$ cat src/logic/crrb_pkg.sv
// Purpose: shared constants and carrier types for the cell result register bank
// Assumes: byte-wide registers, one clock domain
// Notes: offsets are register addresses on the serial register port
package crrb_pkg;
  localparam int ADDR_W = 8;
  localparam int DATA_W = 8;
  localparam int CODE_W = 12;
  localparam int CHAN_N = 6;
  localparam int CHAN_W = 3;

  // register addresses
  localparam logic [7:0] CELL4_LOW_OFS = 8'h0D;   // first slot of the pair layout, outside this bank
  localparam logic [7:0] CELL4_HIGH_OFS = 8'h0E;
  localparam logic [7:0] CELL5_LOW_OFS = 8'h0F;
  localparam logic [7:0] CELL5_HIGH_OFS = 8'h10;
  localparam logic [7:0] CELL6_LOW_OFS = 8'h11;
  localparam logic [7:0] CELL6_HIGH_OFS = 8'h12;
  localparam logic [7:0] CELL7_LOW_OFS = 8'h13;
  localparam logic [7:0] CELL7_HIGH_OFS = 8'h14;
  localparam logic [7:0] THERMAL1_LOW_OFS = 8'h15;
  localparam logic [7:0] THERMAL1_HIGH_OFS = 8'h16;
  localparam logic [7:0] THERMAL2_LOW_OFS = 8'h17;
  localparam logic [7:0] THERMAL2_HIGH_OFS = 8'h18;
  localparam logic [7:0] CHAIN_STATUS_OFS = 8'h19;

  // channel indices of the result store
  localparam logic [2:0] CH_CELL4 = 3'h0;
  localparam logic [2:0] CH_CELL5 = 3'h1;
  localparam logic [2:0] CH_CELL6 = 3'h2;
  localparam logic [2:0] CH_CELL7 = 3'h3;
  localparam logic [2:0] CH_THERMAL1 = 3'h4;
  localparam logic [2:0] CH_THERMAL2 = 3'h5;

  // reset values and fills
  localparam logic [11:0] CODE_RESET = 12'h000;
  localparam logic [7:0] BYTE_ZERO = 8'h00;
  localparam logic [3:0] HIGH_RSVD = 4'h0;
  localparam logic [4:0] STATUS_RSVD = 5'h00;
  localparam logic [2:0] STATUS_RESET = 3'h0;

  // status bit positions
  localparam int STS_CRC_M2S_BIT = 0;
  localparam int STS_CRC_S2M_BIT = 1;
  localparam int STS_ALLOC_FAIL_BIT = 2;

  // one finished conversion from the converter
  typedef struct packed {
    logic [2:0] chan;
    logic [11:0] code;
  } crrb_conv_t;

  // outcome of one three-wire chain port operation, bit order matches the register
  typedef struct packed {
    logic alloc_fail;
    logic crc_s2m;
    logic crc_m2s;
  } crrb_sts_t;
endpackage

$ cat src/logic/crrb_bank.sv
// Purpose: read-only result and chain status registers of a cell monitor
// Assumes: converter and chain port logic run on mclk_i; serial framing sits outside
// Notes: read data is registered, one cycle after the read strobe
//
// Summary of operation
// - low-byte register shows result bits 7..0 of its channel in data bits 7..0; cell4 low at 0x0D is outside and reads zero
// - high-byte register shows result bits 11..8 in bits 3..0, bits 7..4 read zero
// - two thermal inputs have low/high pairs split like the cell channels
// - status register describes only the latest three-wire chain port operation
// - status bit 0 is one on a master-to-slave CRC error, else zero
// - status bit 1 is one on a slave-to-master CRC error, else zero
// - status bit 2 is one when the allocation start write failed; bits 7..3 zero
`timescale 1ns/1ps
`default_nettype none
module crrb_bank (
  input wire logic mclk_i,
  input wire logic rst_n_i,
  input wire logic conv_valid_i,
  input wire crrb_pkg::crrb_conv_t conv_i,
  input wire logic chain_op_done_i,
  input wire crrb_pkg::crrb_sts_t chain_sts_i,
  input wire logic rd_en_i,
  input wire logic wr_en_i,
  input wire logic [7:0] addr_i,
  output logic [7:0] rdata_o,
  output logic rd_valid_o,
  output logic wr_refused_o
);
  logic [11:0] result [0:5];
  logic [2:0] status;
  logic [7:0] addr_off;
  logic [2:0] rd_chan;
  logic rd_is_high;
  logic rd_in_results;
  logic rd_is_status;
  logic [11:0] sel_code;
  logic [7:0] next_rdata;

  // pair layout: offset from the cell4 low slot gives channel and byte half
  assign addr_off = addr_i - crrb_pkg::CELL4_LOW_OFS;
  assign rd_chan = addr_off[3:1];
  assign rd_is_high = addr_off[0];
  assign rd_in_results = (addr_i >= crrb_pkg::CELL4_HIGH_OFS) && (addr_i <= crrb_pkg::THERMAL2_HIGH_OFS);
  assign rd_is_status = (addr_i == crrb_pkg::CHAIN_STATUS_OFS);
  // an unmapped address selects CODE_RESET instead of the store entry at rd_chan
  assign sel_code = rd_in_results ? result[rd_chan] : crrb_pkg::CODE_RESET;

  // read mux; unmapped addresses answer zero
  assign next_rdata = rd_in_results ? (rd_is_high ? {crrb_pkg::HIGH_RSVD, sel_code[11:8]}
                                                  : sel_code[7:0])
                    : rd_is_status ? {crrb_pkg::STATUS_RSVD, status}
                    : crrb_pkg::BYTE_ZERO;

  // one store entry per channel; a new conversion overwrites its own entry only
  genvar g;
  generate
    for (g = 0; g < crrb_pkg::CHAN_N; g = g + 1) begin : g_store
      always_ff @(posedge mclk_i or negedge rst_n_i) begin
        if (!rst_n_i) begin
          result[g] <= crrb_pkg::CODE_RESET;
        end else if (conv_valid_i && (conv_i.chan == 3'(g))) begin
          result[g] <= conv_i.code;
        end
      end
    end
  endgenerate

  // status is replaced whole per operation, so a stale error never lingers
  always_ff @(posedge mclk_i or negedge rst_n_i) begin
    if (!rst_n_i) begin
      status <= crrb_pkg::STATUS_RESET;
    end else if (chain_op_done_i) begin
      status <= chain_sts_i;
    end
  end

  // read port; writes are acknowledged as refused and change nothing
  always_ff @(posedge mclk_i or negedge rst_n_i) begin
    if (!rst_n_i) begin
      rdata_o <= crrb_pkg::BYTE_ZERO;
      rd_valid_o <= 1'b0;
      wr_refused_o <= 1'b0;
    end else begin
      rdata_o <= rd_en_i ? next_rdata : rdata_o;
      rd_valid_o <= rd_en_i;
      wr_refused_o <= wr_en_i;
    end
  end
endmodule
`default_nettype wire

$ cat config.mk
export PLATFORM = sky130hd
export DESIGN_NAME = crrb_bank
export DESIGN_NICKNAME = d
export VERILOG_FILES = /design/src/logic/crrb_pkg.sv /design/src/logic/crrb_bank.sv
export SDC_FILE = /design/constraint.sdc
export NUM_CORES = 1
export LEC_CHECK = 0
export ABC_CLOCK_PERIOD_IN_PS = 3000
export CORE_MARGIN = 2
export CORE_UTILIZATION = 65
export CTS_CLUSTER_SIZE = 16
export DETAILED_ROUTE_END_ITERATION = 10
export DONT_BUFFER_PORTS = 1
export GPL_ROUTABILITY_DRIVEN = 0
export PLACE_DENSITY = 0.81
export SLEW_MARGIN = 20
export SYNTH_ARGS = -nofsm -noshare
export SYNTH_HDL_FRONTEND = slang
export SYNTH_SLANG_ARGS = --single-unit
export TNS_END_PERCENT = 20
$ cat constraint.sdc
create_clock -name mclk_i -period 3 [get_ports mclk_i]
set_input_delay 0.3 -clock mclk_i [delete_from_list [all_inputs] [get_ports mclk_i]]
set_output_delay 0.3 -clock mclk_i [all_outputs]
set_load 0.02 [all_outputs]
* Yosys cells after proc, flatten, opt, wreduce, memory -nomap -nowiden
Index checks and enable logic that the tools add are counted.
** Storage, ports and cells
- Bits of input ports :: 32
- Register bits :: 85
- Output and inout port bits :: 10
** Cells by class
- $lt $le $gt $ge :: 3
- Muxes and demuxes :: 6
- Bitwise operators :: 1
- Reduce and logical (&&, ||, !) cells :: 8
- Equality and inequality tests :: 6
- Add/subtract/negate cells :: 1
** Operators by type and width (number)
- 12-bit binary-select mux with 3-bit select :: 1
- 12-bit 2-to-1 mux :: 2
- 8-bit 2-to-1 mux :: 2
- 8-bit by 5-bit == test with 1-bit output (second input constant) :: 1
- 8-bit by 4-bit greater-or-equal comparator with 1-bit output (second input constant) :: 1
- 8-bit by 5-bit less-or-equal comparator with 1-bit output (second input constant) :: 1
- 1-bit logical AND :: 7
- 3-bit by 2-bit == test with 1-bit output (second input constant) :: 2
- 3-bit == test (second input constant) :: 2
- 4-bit greater-or-equal comparator (second input constant) :: 1
- 3-bit NOT with 4-bit output :: 1
- 4-bit subtractor (second input constant) :: 1
- 3-bit by 1-bit == test with 1-bit output (second input constant) :: 1
- 3-bit logical NOT :: 1
- 3-bit 2-to-1 mux :: 1

* Depth between registers and ports, before layout
Gate-level depths: netlist of run 1.
- Depth after elaboration :: 7
- Mapped depth :: 9
- Gate-level depth less buffers :: 7

* Worst setup path after synthesis of run 1
OpenSTA, ideal clock, no wires.
- Path type :: input-to-reg
- Start :: input port addr_i[0]
- End :: register rdata_o[3]
- Stages on the path :: 7
- Setup time :: 0.122 ns
- Data required time :: 2.878 ns
- Arrival time :: 1.741 ns
- Setup slack :: 1.138 ns
- Cells stage by stage :: inv_1 > ha_1 > clkbuf_1 > buf_4 > mux4_2 > a21boi_0 > o2bb2ai_1
** On the way
- Longest elaborated chain between the ends :: 7
- Elaborated cells on any way between the ends :: 10
- Classes of those cells :: add/sub: 1; order compare: 2; mux: 5; bitwise: 1; reduce/logical: 1
** RTL lines
- from (decl) :: line crrb_bank.sv:24 : input wire logic [7:0] addr_i,
- 4-bit subtractor :: line crrb_bank.sv:40 : assign addr_off = addr_i - crrb_pkg::CELL4_LOW_OFS;
- 3-bit NOT with 4-bit output (not written as such) :: line crrb_bank.sv:46 : assign sel_code = rd_in_results ? result[rd_chan] : crrb_pkg::CODE_RESET;
- 12-bit binary-select mux with 3-bit select :: line crrb_bank.sv:46
- 12-bit 2-to-1 mux (not written as such) (2 in a row) :: line crrb_bank.sv:46
- 8-bit 2-to-1 mux :: line crrb_bank.sv:49 : assign next_rdata = rd_in_results ? (rd_is_high ? {crrb_pkg::HIGH_RSVD, sel_code[11:8]}
- 8-bit 2-to-1 mux (*) :: line crrb_bank.sv:49
- to (signal assigned) :: line crrb_bank.sv:80 : rdata_o <= crrb_pkg::BYTE_ZERO;
- to (signal assigned) :: line crrb_bank.sv:84 : rdata_o <= rd_en_i ? next_rdata : rdata_o;
- to (decl) :: line crrb_bank.sv:25 : output logic [7:0] rdata_o,
Mark *: on every way between the ends. The rest lies on a longest branch, timed or not. The select of a mux whose other input is x is not followed.
A chain may end at the register's enable or synchronous reset.

* Final worst setup path of run 1
- Start :: input port addr_i[0]
- End :: register rdata_o[7]
The elaborated chain is that of the path after synthesis.

==> run summary, run 1 <==
Critical Path AT: 2.13 ns
Mapped Area: 0.00401 mm²
Commonest cells in the netlist: dfrtp_1, mux2_2, mux2i_1, a21oi_1, nand2_1
Unrepaired setup endpoints after global routing: false
Layout Skew: 0.00718 ns
Crit Reg-Reg Endpoint: rdata_o[3]
Inserted Clock Buffers: 9
Worst path slowest cell: mux4_2
Crit end category: flip-flop
Yosys top cell area share: 53.1%
Die Area: 0.00681 mm²
Ys Warns: 0
Total power after layout: 2.83 mW
Final setup violation count: 0
Crit-path cells: inv_1 > ha_1 > xnor2_2 > buf_4 > mux4_2 > a21oi_1 > o2bb2ai_1
DIE HEIGHT: 82.5 µm
Die width: 82.5 µm
Largest stage delay, worst path: 0.52 ns
Yosys reg bits: 85
Layout Cells excl Fill: 366
Reg2reg start: result[35]
Pins Over Slew Limit: 0
Clk pwr share: 29.6%
Startpoint types: input port
Dpl hpwl: 5060 µm
Gr usage total: 25.6%
Antenna violations before repair: 0
Antenna cells: 0
Syn Inst Count: 280
Total number of vias: 2347
Post-Route WL: 7960 µm
Combinational power share: 17.9%
ANT nets after route: 0
Cell Pwr Density: 652 mW/mm²
Fin crit period: 1.90 ns
Post-synth EDFFs: 0
Asr flop ratio synth: 100%
Synth area leader: dfrtp_1
Residual DRC count: 0
Outcome: finished clean
Number of fill cells: 381
Largest net degree at the start of global routing: 86
H-tree depth: 3
Syn_area_per_cell: 14.3 µm²
CTS clock-pin slew for the worst setup and hold paths: 0.09 ns
I/O Pins: 42
Final worst path period share: 63.3%
Setup TNS: 0 ns
Flop pwr share: 52.5%
Register-to-register setup slack: 1.57 ns
Core box area: 0.00592 mm²
DRT Pass-1 Iters: 4
Syn_nets: 315
1st-iter DRT viols: 121
R2R cell count: 4
Most common cell in the netlist: dfrtp_1
Final hold vios: 0
Sw frac: 25.7%
Top post-synthesis cells by area: dfrtp_1, mux2_2, mux2i_1
Clock buffer depth: 2
Distinct cell type count after synthesis: 38
Sink Count: 85
Worst-margin pin slew: 0.892 ns
Maximum clock frequency: 527 MHz
Worst Setup EP: rdata_o[7]
Max-Cap Viols: 0
Worst Setup SP: addr_i[0]
Vias in the first global route: 2550
Primary FF master, synth: dfrtp_1
WS Path Type: input port to flip-flop
Global route total overflow: 0
Initial Utilization: 67.6%
Worst vdd ir: 0.421 mV
Static leakage: 1.85 nW
Routed len/inst: 21.7 µm
Nets: 321
Crit Path Max Fanout: 11
First-pass GRT wire length: 12600 µm
Core Util, Final: 73.3%
Area growth syn-to-layout: 8.34%
Hold Path Class: input port to flip-flop
Sw power: 727 µW
Slew margin rel.: 40.2%
Vias per inst: 6.41
FP Rows: 28
Root Buffer: clkbuf_8
Int Pwr: 2.10 mW
Layout cell share with drive strength beyond 1: 39.2%
TritonCTS clock tree: built
Placed cell count: 346
Clk_lat worst skew: 0.34 ns
Worst Path Required: 3.23 ns
# port buffers: 0
Sequential element share of the synthesized area: 53.1%
==> final cells by class <==
class / instances / area [µm²] / area share, %
multi-input combinational: 178 / 1790 / 41.3
timing repair buffer: 8 / 100 / 2.31
clock buffer: 11 / 151 / 3.49
inverter: 4 / 15.0 / 0.346
clock inverter: 5 / 58.8 / 1.36
sequential: 85 / 2130 / 49.0
tap: 75 / 93.8 / 2.16
==> cells in the final DEF (no fill, tap or decap), drive strengths merged, types with 3 or more instances in the layout <==
cell type / n
o221ai: 3
o2bb2ai: 5
mux4: 6
inv: 4
dfrtp: 85
o21ai: 4
nor3: 7
nor2: 7
nand2: 8
a32o: 3
buf: 5
mux2: 81
mux2i: 25
a21oi: 8
o211ai: 3
clkbuf: 11
ha: 3
dlygate4sd3: 3
==> worst min path at each step <==
stage / cells past startpoint / to / slack, ns / start
after global placement: 0 / result[10] / 0.006 / rst_n_i
after floorplan: 0 / rd_valid_o / 0.004 / rst_n_i
after global routing: 1 / result[18] / 0.08 / conv_i[6]
after detailed placement: 0 / result[10] / 0.006 / rst_n_i
final: 1 / result[52] / 0.1 / conv_i[4]
after CTS: 1 / result[52] / 0.09 / conv_i[4]
==> per-stage QoR <==
stage	worst slack [ns]	hold slack, ns	instance area (µm²)
floorplan	1.14	0.00441	4010
global placement	0.866	0.00604	4070
detailed placement	0.771	0.00622	4070
CTS	1.12	0.0894	4340
global route	0.981	0.0769	4340
finish	1.10	0.0983	4340
==> per-layer routing <==
layer	share of wire, %	routed length, µm	track usage, %
met1	44	3540	34.2
met2	49	3930	42.0
met3	4.9	387	5.87
met4	1.3	102	8.20
met5	0	0	0
==> repair_timing <==
action,in CTS,in global routing
hold buffers,4,0
endpoints found under the hold margin,87,0
gates resized for setup,0,0
buffers inserted,0,0
==> logic make-up (layout without fill, tap and decap cells) <==
group	Yosys count	in the layout	synth area share [%]
muxes	112	112	32.5
DFF	85	85	53.1
AOI/OAI and AO/OA	31	31	5.78
and+or+nand+nor	30	30	4.19
buffers and inverters	17	28	2.59
adders and majority gates	3	3	0.937
xor gates and xnor gates	2	2	0.906
==> worst max-delay path, delay by kind of cell <==
family / cells / cell delay (ns)
muxes: 1 / 0.52
xor gates and xnor gates: 1 / 0.42
AOI/OAI and AO/OA: 2 / 0.26
adders and majority gates: 1 / 0.27
buffers and inverters: 2 / 0.36
==> sequential cells by signal (all words and copies together) (netlist names) <==
| name | cells |
|---|---|
| result | 72 |
| status | 3 |
| rdata_o | 8 |
| wr_refused_o | 1 |
| rd_valid_o | 1 |
==> power by group through the flow <==
stage          combinational, mW  sequential [mW]  clock, mW
2_1_floorplan              0.416             1.47          0
3_3_place_gp               0.460             1.50          0
3_5_place_dp               0.478             1.51          0
4_1_cts                    0.513             1.49      0.848
5_1_grt                    0.552             1.51      0.901
6_report                   0.507             1.49      0.836
Note: power is estimated with default switching activity, not from simulation.
==> inputs of run 2 (changes only) <==
Settings changed: ABC_CLOCK_PERIOD_IN_PS 3000 to 1700, CORE_UTILIZATION 65 to 57, PLACE_DENSITY 0.81 to 0.75.
Clock period 3 ns to 1.7 ns, I/O delays scaled along.
==> run 2 against run 1 <==
The run now ends with negative hold slack left. Setup slack got worse by 0.83 ns. Via count rose by 3.5%. Final area rose by 6.5%. Global-route usage fell by 4.0 points. Die area rose by 13%. Clock-buffer cell count fell by 2. Clock power rose by 76%. Total power rose by 78%. Register-to-register slack got worse by 1.3 ns. Sequential cell count did not move. Critical path depth did not move. Combinational power rose by 85%. Highest routed layer unchanged.
==> run summary, run 2 (synthesized netlist as in run 1, its figures left out) <==
Outcome: finished, violations left
Failing checks: negative hold slack
Total power after layout: 5.02 mW (+78%)
Commonest non-fill, non-tap cells in the layout: dfrtp_1, mux2_2, mux2i_1
Clk pwr share: 29.3% (-0.3 points)
Fin crit period: 1.43 ns
Final hold vios: 85 (+85)
Nets: 351 (+9.3%)
Crit Path Max Fanout: 9 (-2)
WS Path Type: input port to flip-flop
Pins Over Slew Limit: 0 (unchanged)
Final setup violation count: 0 (unchanged)
Worst path slowest cell: mux4_2
Static leakage: 1.98 nW (+6.6%)
Core Util, Final: 68.0% (-5.3 points)
Hold Path Class: input port to asynchronous set/reset pin
Vias per inst: 5.83 (-9.1%)
DIE HEIGHT: 87.8 µm (+6.5%)
Post-Route WL: 7770 µm (-2.4%)
Sw frac: 26.2% (+0.46 points)
Layout Cells excl Fill: 417 (+14%)
Sink Count: 85 (unchanged)
Residual DRC count: 0 (unchanged)
Reg2reg start: result[35]
Largest register FFs: 72 (unchanged)
Inserted Clock Buffers: 9 (unchanged)
FP Rows: 30 (+7.1%)
Register-to-register setup slack: 0.31 ns (-1.26 ns)
First-pass GRT wire length: 12500 µm (-0.98%)
Unrepaired setup endpoints after global routing: false
Worst vdd ir: 0.480 mV (+14%)
Cell Pwr Density: 1090 mW/mm² (+67%)
Layout cell share with drive strength beyond 1: 39.6% (+0.39 points)
Layout Skew: 0.00816 ns (+0.000973 ns)
CTS Hold Bufs: 20 (+16)
Area growth syn-to-layout: 15.4%
Initial Utilization: 59.0% (-8.7 points)
CTS resizes: 0 (unchanged)
Sw power: 1.31 mW (+81%)
Flop pwr share: 52.0% (-0.5 points)
Largest net degree at the start of global routing: 86 (unchanged)
Crit Reg-Reg Endpoint: rdata_o[3]
Maximum clock frequency: 702 MHz
Slew margin rel.: 71.2% (+31 points)
Largest stage delay, worst path: 0.51 ns (about the same)
I/O Pins: 42 (unchanged)
# port buffers: 0 (unchanged)
1st-iter DRT viols: 181 (+50%)
Commonest non-fill, non-tap cell in the layout: dfrtp_1
Startpoint types: input port
R2R cell count: 4 (unchanged)
Biggest register: result
DRT Pass-1 Iters: 4 (unchanged)
Max-Cap Viols: 0 (unchanged)
Placed inst area: 0.00422 mm² (+3.5%)
CTS clock-pin slew for the worst setup and hold paths: 0.09 ns (about the same)
Gr usage total: 21.6% (-4.0 points)
Fin Hold WS: -0.498 ns (-0.596 ns)
Critical Path AT: 1.67 ns (-0.46 ns)
Final worst path period share: 83.8%
Clk_lat worst skew: 0.35 ns (about the same)
Global route total overflow: 0 (unchanged)
Largest regs: result: 72 flops, rdata_o: 8 flops, status: 3 flops
Int Pwr: 3.71 mW (+76%)
Combinational power share: 18.7% (+0.8 points)
Antenna violations before repair: 0 (unchanged)
Total number of vias: 2430 (+3.5%)
Root Buffer: clkbuf_8
ANT nets after route: 0 (unchanged)
Crit end category: flip-flop
Final instance area: 0.00462 mm² (+6.5%)
Dpl hpwl: 5150 µm (+1.8%)
Antenna cells: 0 (unchanged)
Crit-path cells: inv_1 > ha_1 > xnor2_2 > buf_4 > mux4_2 > a21oi_1 > o2bb2ai_1
Worst-margin pin slew: 0.432 ns (-0.460 ns)
TritonCTS clock tree: built
Die width: 87.8 µm (+6.5%)
Clock buffer depth: 2 (unchanged)
H-tree depth: 3 (unchanged)
Post-CTS setup buffer count: 0 (unchanged)
Core box area: 0.00679 mm² (+15%)
Vias in the first global route: 2480 (-2.7%)
Routed len/inst: 18.6 µm (-14%)
Placed cell count: 381 (+10%)
Worst Path Required: 1.94 ns (-1.29 ns)
Die Area: 0.00771 mm² (+13%)
run 2: power by group through the flow:
stage	clock [mW]	combinational, mW	sequential (mW)
after global routing	1.59	1.02	2.66
final	1.47	0.939	2.61
after global placement	0	0.851	2.63
after detailed placement	0	0.879	2.66
after CTS	1.49	0.943	2.61
after floorplan	0	0.739	2.59
run 2: worst max-delay path by stage:
stage                 endpoint  slack [ns]       from  cells after the start
floorplan           rdata_o[3]        0.02  addr_i[0]                      7
detailed placement  rdata_o[6]       -0.06  addr_i[0]                      7
CTS                 rdata_o[6]        0.29  addr_i[0]                      7
global route        rdata_o[6]        0.21  addr_i[0]                      7
finish              rdata_o[6]        0.27  addr_i[0]                      7
global placement    rdata_o[4]       -0.01  addr_i[0]                      7
run 2: final cells by class:
class                      count  area, µm²
sequential                    85       2130
clock inverter                 7       81.3
fill                         469       2170
clock buffer                   9        124
multi-input combinational    178       1790
inverter                       4       15.0
timing repair buffer          38        360
tap                           96        120
run 2: worst max-delay path: cells and delay by family:
kind            cells  cell delay [ns]
buf+inv             2             0.27
fa+ha+maj           1             0.23
mux                 1             0.51
xor+xnor            1             0.22
compound gates      2             0.26
run 2: per-stage QoR:
stage	setup slack (ns)	setup TNS, ns
2_1_floorplan	0.0193	0
3_3_place_gp	-0.0127	-0.0323
3_5_place_dp	-0.0618	-0.247
4_1_cts	0.288	0
5_1_grt	0.214	0
6_report	0.275	0
run 2: per-layer routing:
layer | share of wire (%) | vias to the layer above | global-route usage (%) | routed length (µm)
met5 | 0 | - | 0 | 0
met4 | 1.6 | 0 | 8.39 | 127
met3 | 3.2 | 12 | 3.58 | 249
met2 | 47 | 46 | 34.0 | 3660
met1 | 48 | 1255 | 30.3 | 3730
li1 | - | 1117 | - | -
==> inputs of run 3 (changes only) <==
Settings changed: ABC_CLOCK_PERIOD_IN_PS 1700 to 1390, CORE_UTILIZATION 57 to 63, PLACE_DENSITY 0.75 to 0.79.
Clock period 1.7 ns to 1.39 ns, I/O delays scaled along.
==> run 3 against run 2 <==
The run still ends with negative hold slack left. First-iteration DRC count fell by 28%. Combinational power rose by 31%. Global-route usage rose by 3.5 points. Clock skew rose by 0.0017 ns. Total power rose by 24%. Via count rose by 3.6%. Clock-buffer cell count rose by 2. Final cell count fell by 2.9%. Critical endpoint is now rdata_o[3]. Largest power group unchanged.
==> run summary, run 3 (synthesized netlist as in run 1, its figures left out) <==
Layout cell share with drive strength beyond 1: 41.5% (+1.9 points)
Clk pwr share: 28.9% (-0.4 points)
H-tree depth: 3 (unchanged)
Critical path buffer and inverter count: 0 (-2)
Unrepaired setup endpoints after global routing: true
Cell Pwr Density: 1320 mW/mm² (+21%)
Slew margin rel.: 76.5% (+5.3 points)
Worst path slowest cell: mux4_2
Crit end category: flip-flop
Worst Path Required: 1.63 ns (-0.31 ns)
Fin crit period: 1.39 ns
Max-Cap Viols: 0 (unchanged)
Post-Route WL: 8180 µm (+5.3%)
ANT nets after route: 0 (unchanged)
Flop pwr share: 51.4% (-0.6 points)
DRT Pass-1 Iters: 4 (unchanged)
Root Buffer: clkbuf_8
Layout Skew: 0.00983 ns (+0.00167 ns)
Largest net degree at the start of global routing: 86 (unchanged)
Crit Path Max Fanout: 2 (-7)
Clock buffer depth: 2 (unchanged)
Largest regs: result: 72 flops, rdata_o: 8 flops, status: 3 flops
Commonest non-fill, non-tap cells in the layout: dfrtp_1, mux2_2, mux2i_1
# port buffers: 0 (unchanged)
DIE HEIGHT: 83.7 µm (-4.7%)
Total number of vias: 2518 (+3.6%)
Failing checks: negative hold slack
1st-iter DRT viols: 130 (-28%)
Fin Hold WS: -0.526 ns (-0.0279 ns)
WS Path Type: flip-flop to flip-flop
FP Rows: 29 (-3.3%)
Worst vdd ir: 1.09 mV (+130%)
Sw frac: 25.1% (-1.0 points)
Core Util, Final: 75.7% (+7.7 points)
CTS Hold Bufs: 20 (unchanged)
Die width: 83.7 µm (-4.7%)
Final setup violation count: 0 (unchanged)
Crit-path cells: mux4_2 > mux2i_1 > a211o_1 > o2bb2ai_1
Routed len/inst: 20.2 µm (+8.4%)
Gr usage total: 25.1% (+3.5 points)
Sink Count: 85 (unchanged)
Nets: 358 (+2.0%)
Final worst path period share: 99.9%
CP top delay family: multiplexers
Core box area: 0.00624 mm² (-8.1%)
Startpoint types: flip-flop
Hold Path Class: input port to asynchronous set/reset pin
Clk_lat worst skew: 0.35 ns (about the same)
Antenna cells: 0 (unchanged)
Vias per inst: 6.22 (+6.7%)
Pins Over Slew Limit: 0 (unchanged)
CTS clock-pin slew for the worst setup and hold paths: 0.09 ns (about the same)
Commonest non-fill, non-tap cell in the layout: dfrtp_1
I/O Pins: 42 (unchanged)
Inserted Clock Buffers: 9 (unchanged)
Die Area: 0.00701 mm² (-9.1%)
Combinational power share: 19.7% (+1.0 points)
Int Pwr: 4.65 mW (+25%)
Dpl hpwl: 5330 µm (+3.4%)
Area growth syn-to-layout: 18.0%
Global route total overflow: 0 (unchanged)
Vias in the first global route: 2641 (+6.5%)
Initial Utilization: 64.2% (+5.2 points)
Largest register FFs: 72 (unchanged)
Sw power: 1.56 mW (+19%)
Critical Path AT: 1.62 ns (-0.05 ns)
First-pass GRT wire length: 13600 µm (+8.8%)
Maximum clock frequency: 720 MHz
Biggest register: result
Final hold vios: 85 (unchanged)
Final WS setup: 0.00104 ns (-0.274 ns)
Worst-margin pin slew: 0.349 ns (-0.0826 ns)
Residual DRC count: 0 (unchanged)
Number of fill cells: 399 (-15%)
Placed cell count: 369 (-3.1%)
Pre-CTS WS: -0.276 ns (-0.215 ns)
Antenna violations before repair: 0 (unchanged)
Layout Cells excl Fill: 405 (-2.9%)
TritonCTS clock tree: built
Outcome: finished, violations left
Largest stage delay, worst path: 0.46 ns (-0.05 ns)
Static leakage: 2.03 nW (+3.0%)
[run 3: changes by cell type in the layout (fill, tap and decap cells not counted), sizes merged]
cell,change
buf,+7
clkbuf,+2
clkinv,+2
clkinvlp,-2
inv,-2
[run 3: power by group through the flow]
stage / Sequential (mW) / Combinational, mW / Clock (mW)
floorplan: 3.16 / 0.926 / 0
global route: 3.25 / 1.33 / 1.93
detailed placement: 3.24 / 1.15 / 0
global placement: 3.22 / 1.11 / 0
CTS: 3.19 / 1.22 / 1.82
finish: 3.19 / 1.23 / 1.80
[run 3: worst reg2reg max path, cell delays in order, from the launching register on]
cell and delay, ns:
dfrtp_1 0.39, mux4_2 0.46, mux2i_1 0.22, a211o_1 0.16
o2bb2ai_1 0.05
[run 3: per-layer routing]
metal | routed length, µm | track usage (%) | up-vias
met5 | 0 | 0 | -
met4 | 84 | 7.48 | 0
met3 | 452 | 5.44 | 11
met2 | 3930 | 41.0 | 75
met1 | 3710 | 34.4 | 1293
li1 | - | - | 1139
[run 3: layout make-up]
class,count,area [µm²],share of cell area [%]
clock inverter,5,56.3,1.19
inverter,4,15.0,0.318
sequential,85,2130,45.0
tap,77,96.3,2.04
clock buffer,11,151,3.20
timing repair buffer,45,467,9.88
multi-input combinational,178,1810,38.4
[run 3: final timing paths]
kind / from / endpoint / slack, ns / depth (start not counted)
worst min-delay path: rst_n_i / result[44] / -0.53 / 0
worst max-delay path: result[47] / rdata_o[3] / 0.001 / 4
worst max register to register: result[47] / rdata_o[3] / 0.001 / 4
max in group asynchronous: rst_n_i / result[49] / 1.79 / 0
worst min register to register: result[6] / result[6] / 0.51 / 1
min in group mclk_i: rd_en_i / rdata_o[4] / 0.08 / 2
[run 3: metrics by stage]
step                      power, mW  setup TNS (ns)  area, µm²
after floorplan                4.09           -1.28       4050
after global placement         4.33           -1.72       4310
after detailed placement       4.39           -2.00       4310
after CTS                      6.24               0       4720
after global routing           6.51         -0.0638       4730
final                          6.21               0       4730
[run 3: repair_timing]
| action | in CTS | in global routing |
|---|---|---|
| gates resized for setup | 0 | 1 |
| setup endpoints to repair | 0 | 3 |
| buffers inserted | 0 | 0 |
| hold endpoints to repair | 162 | 85 |
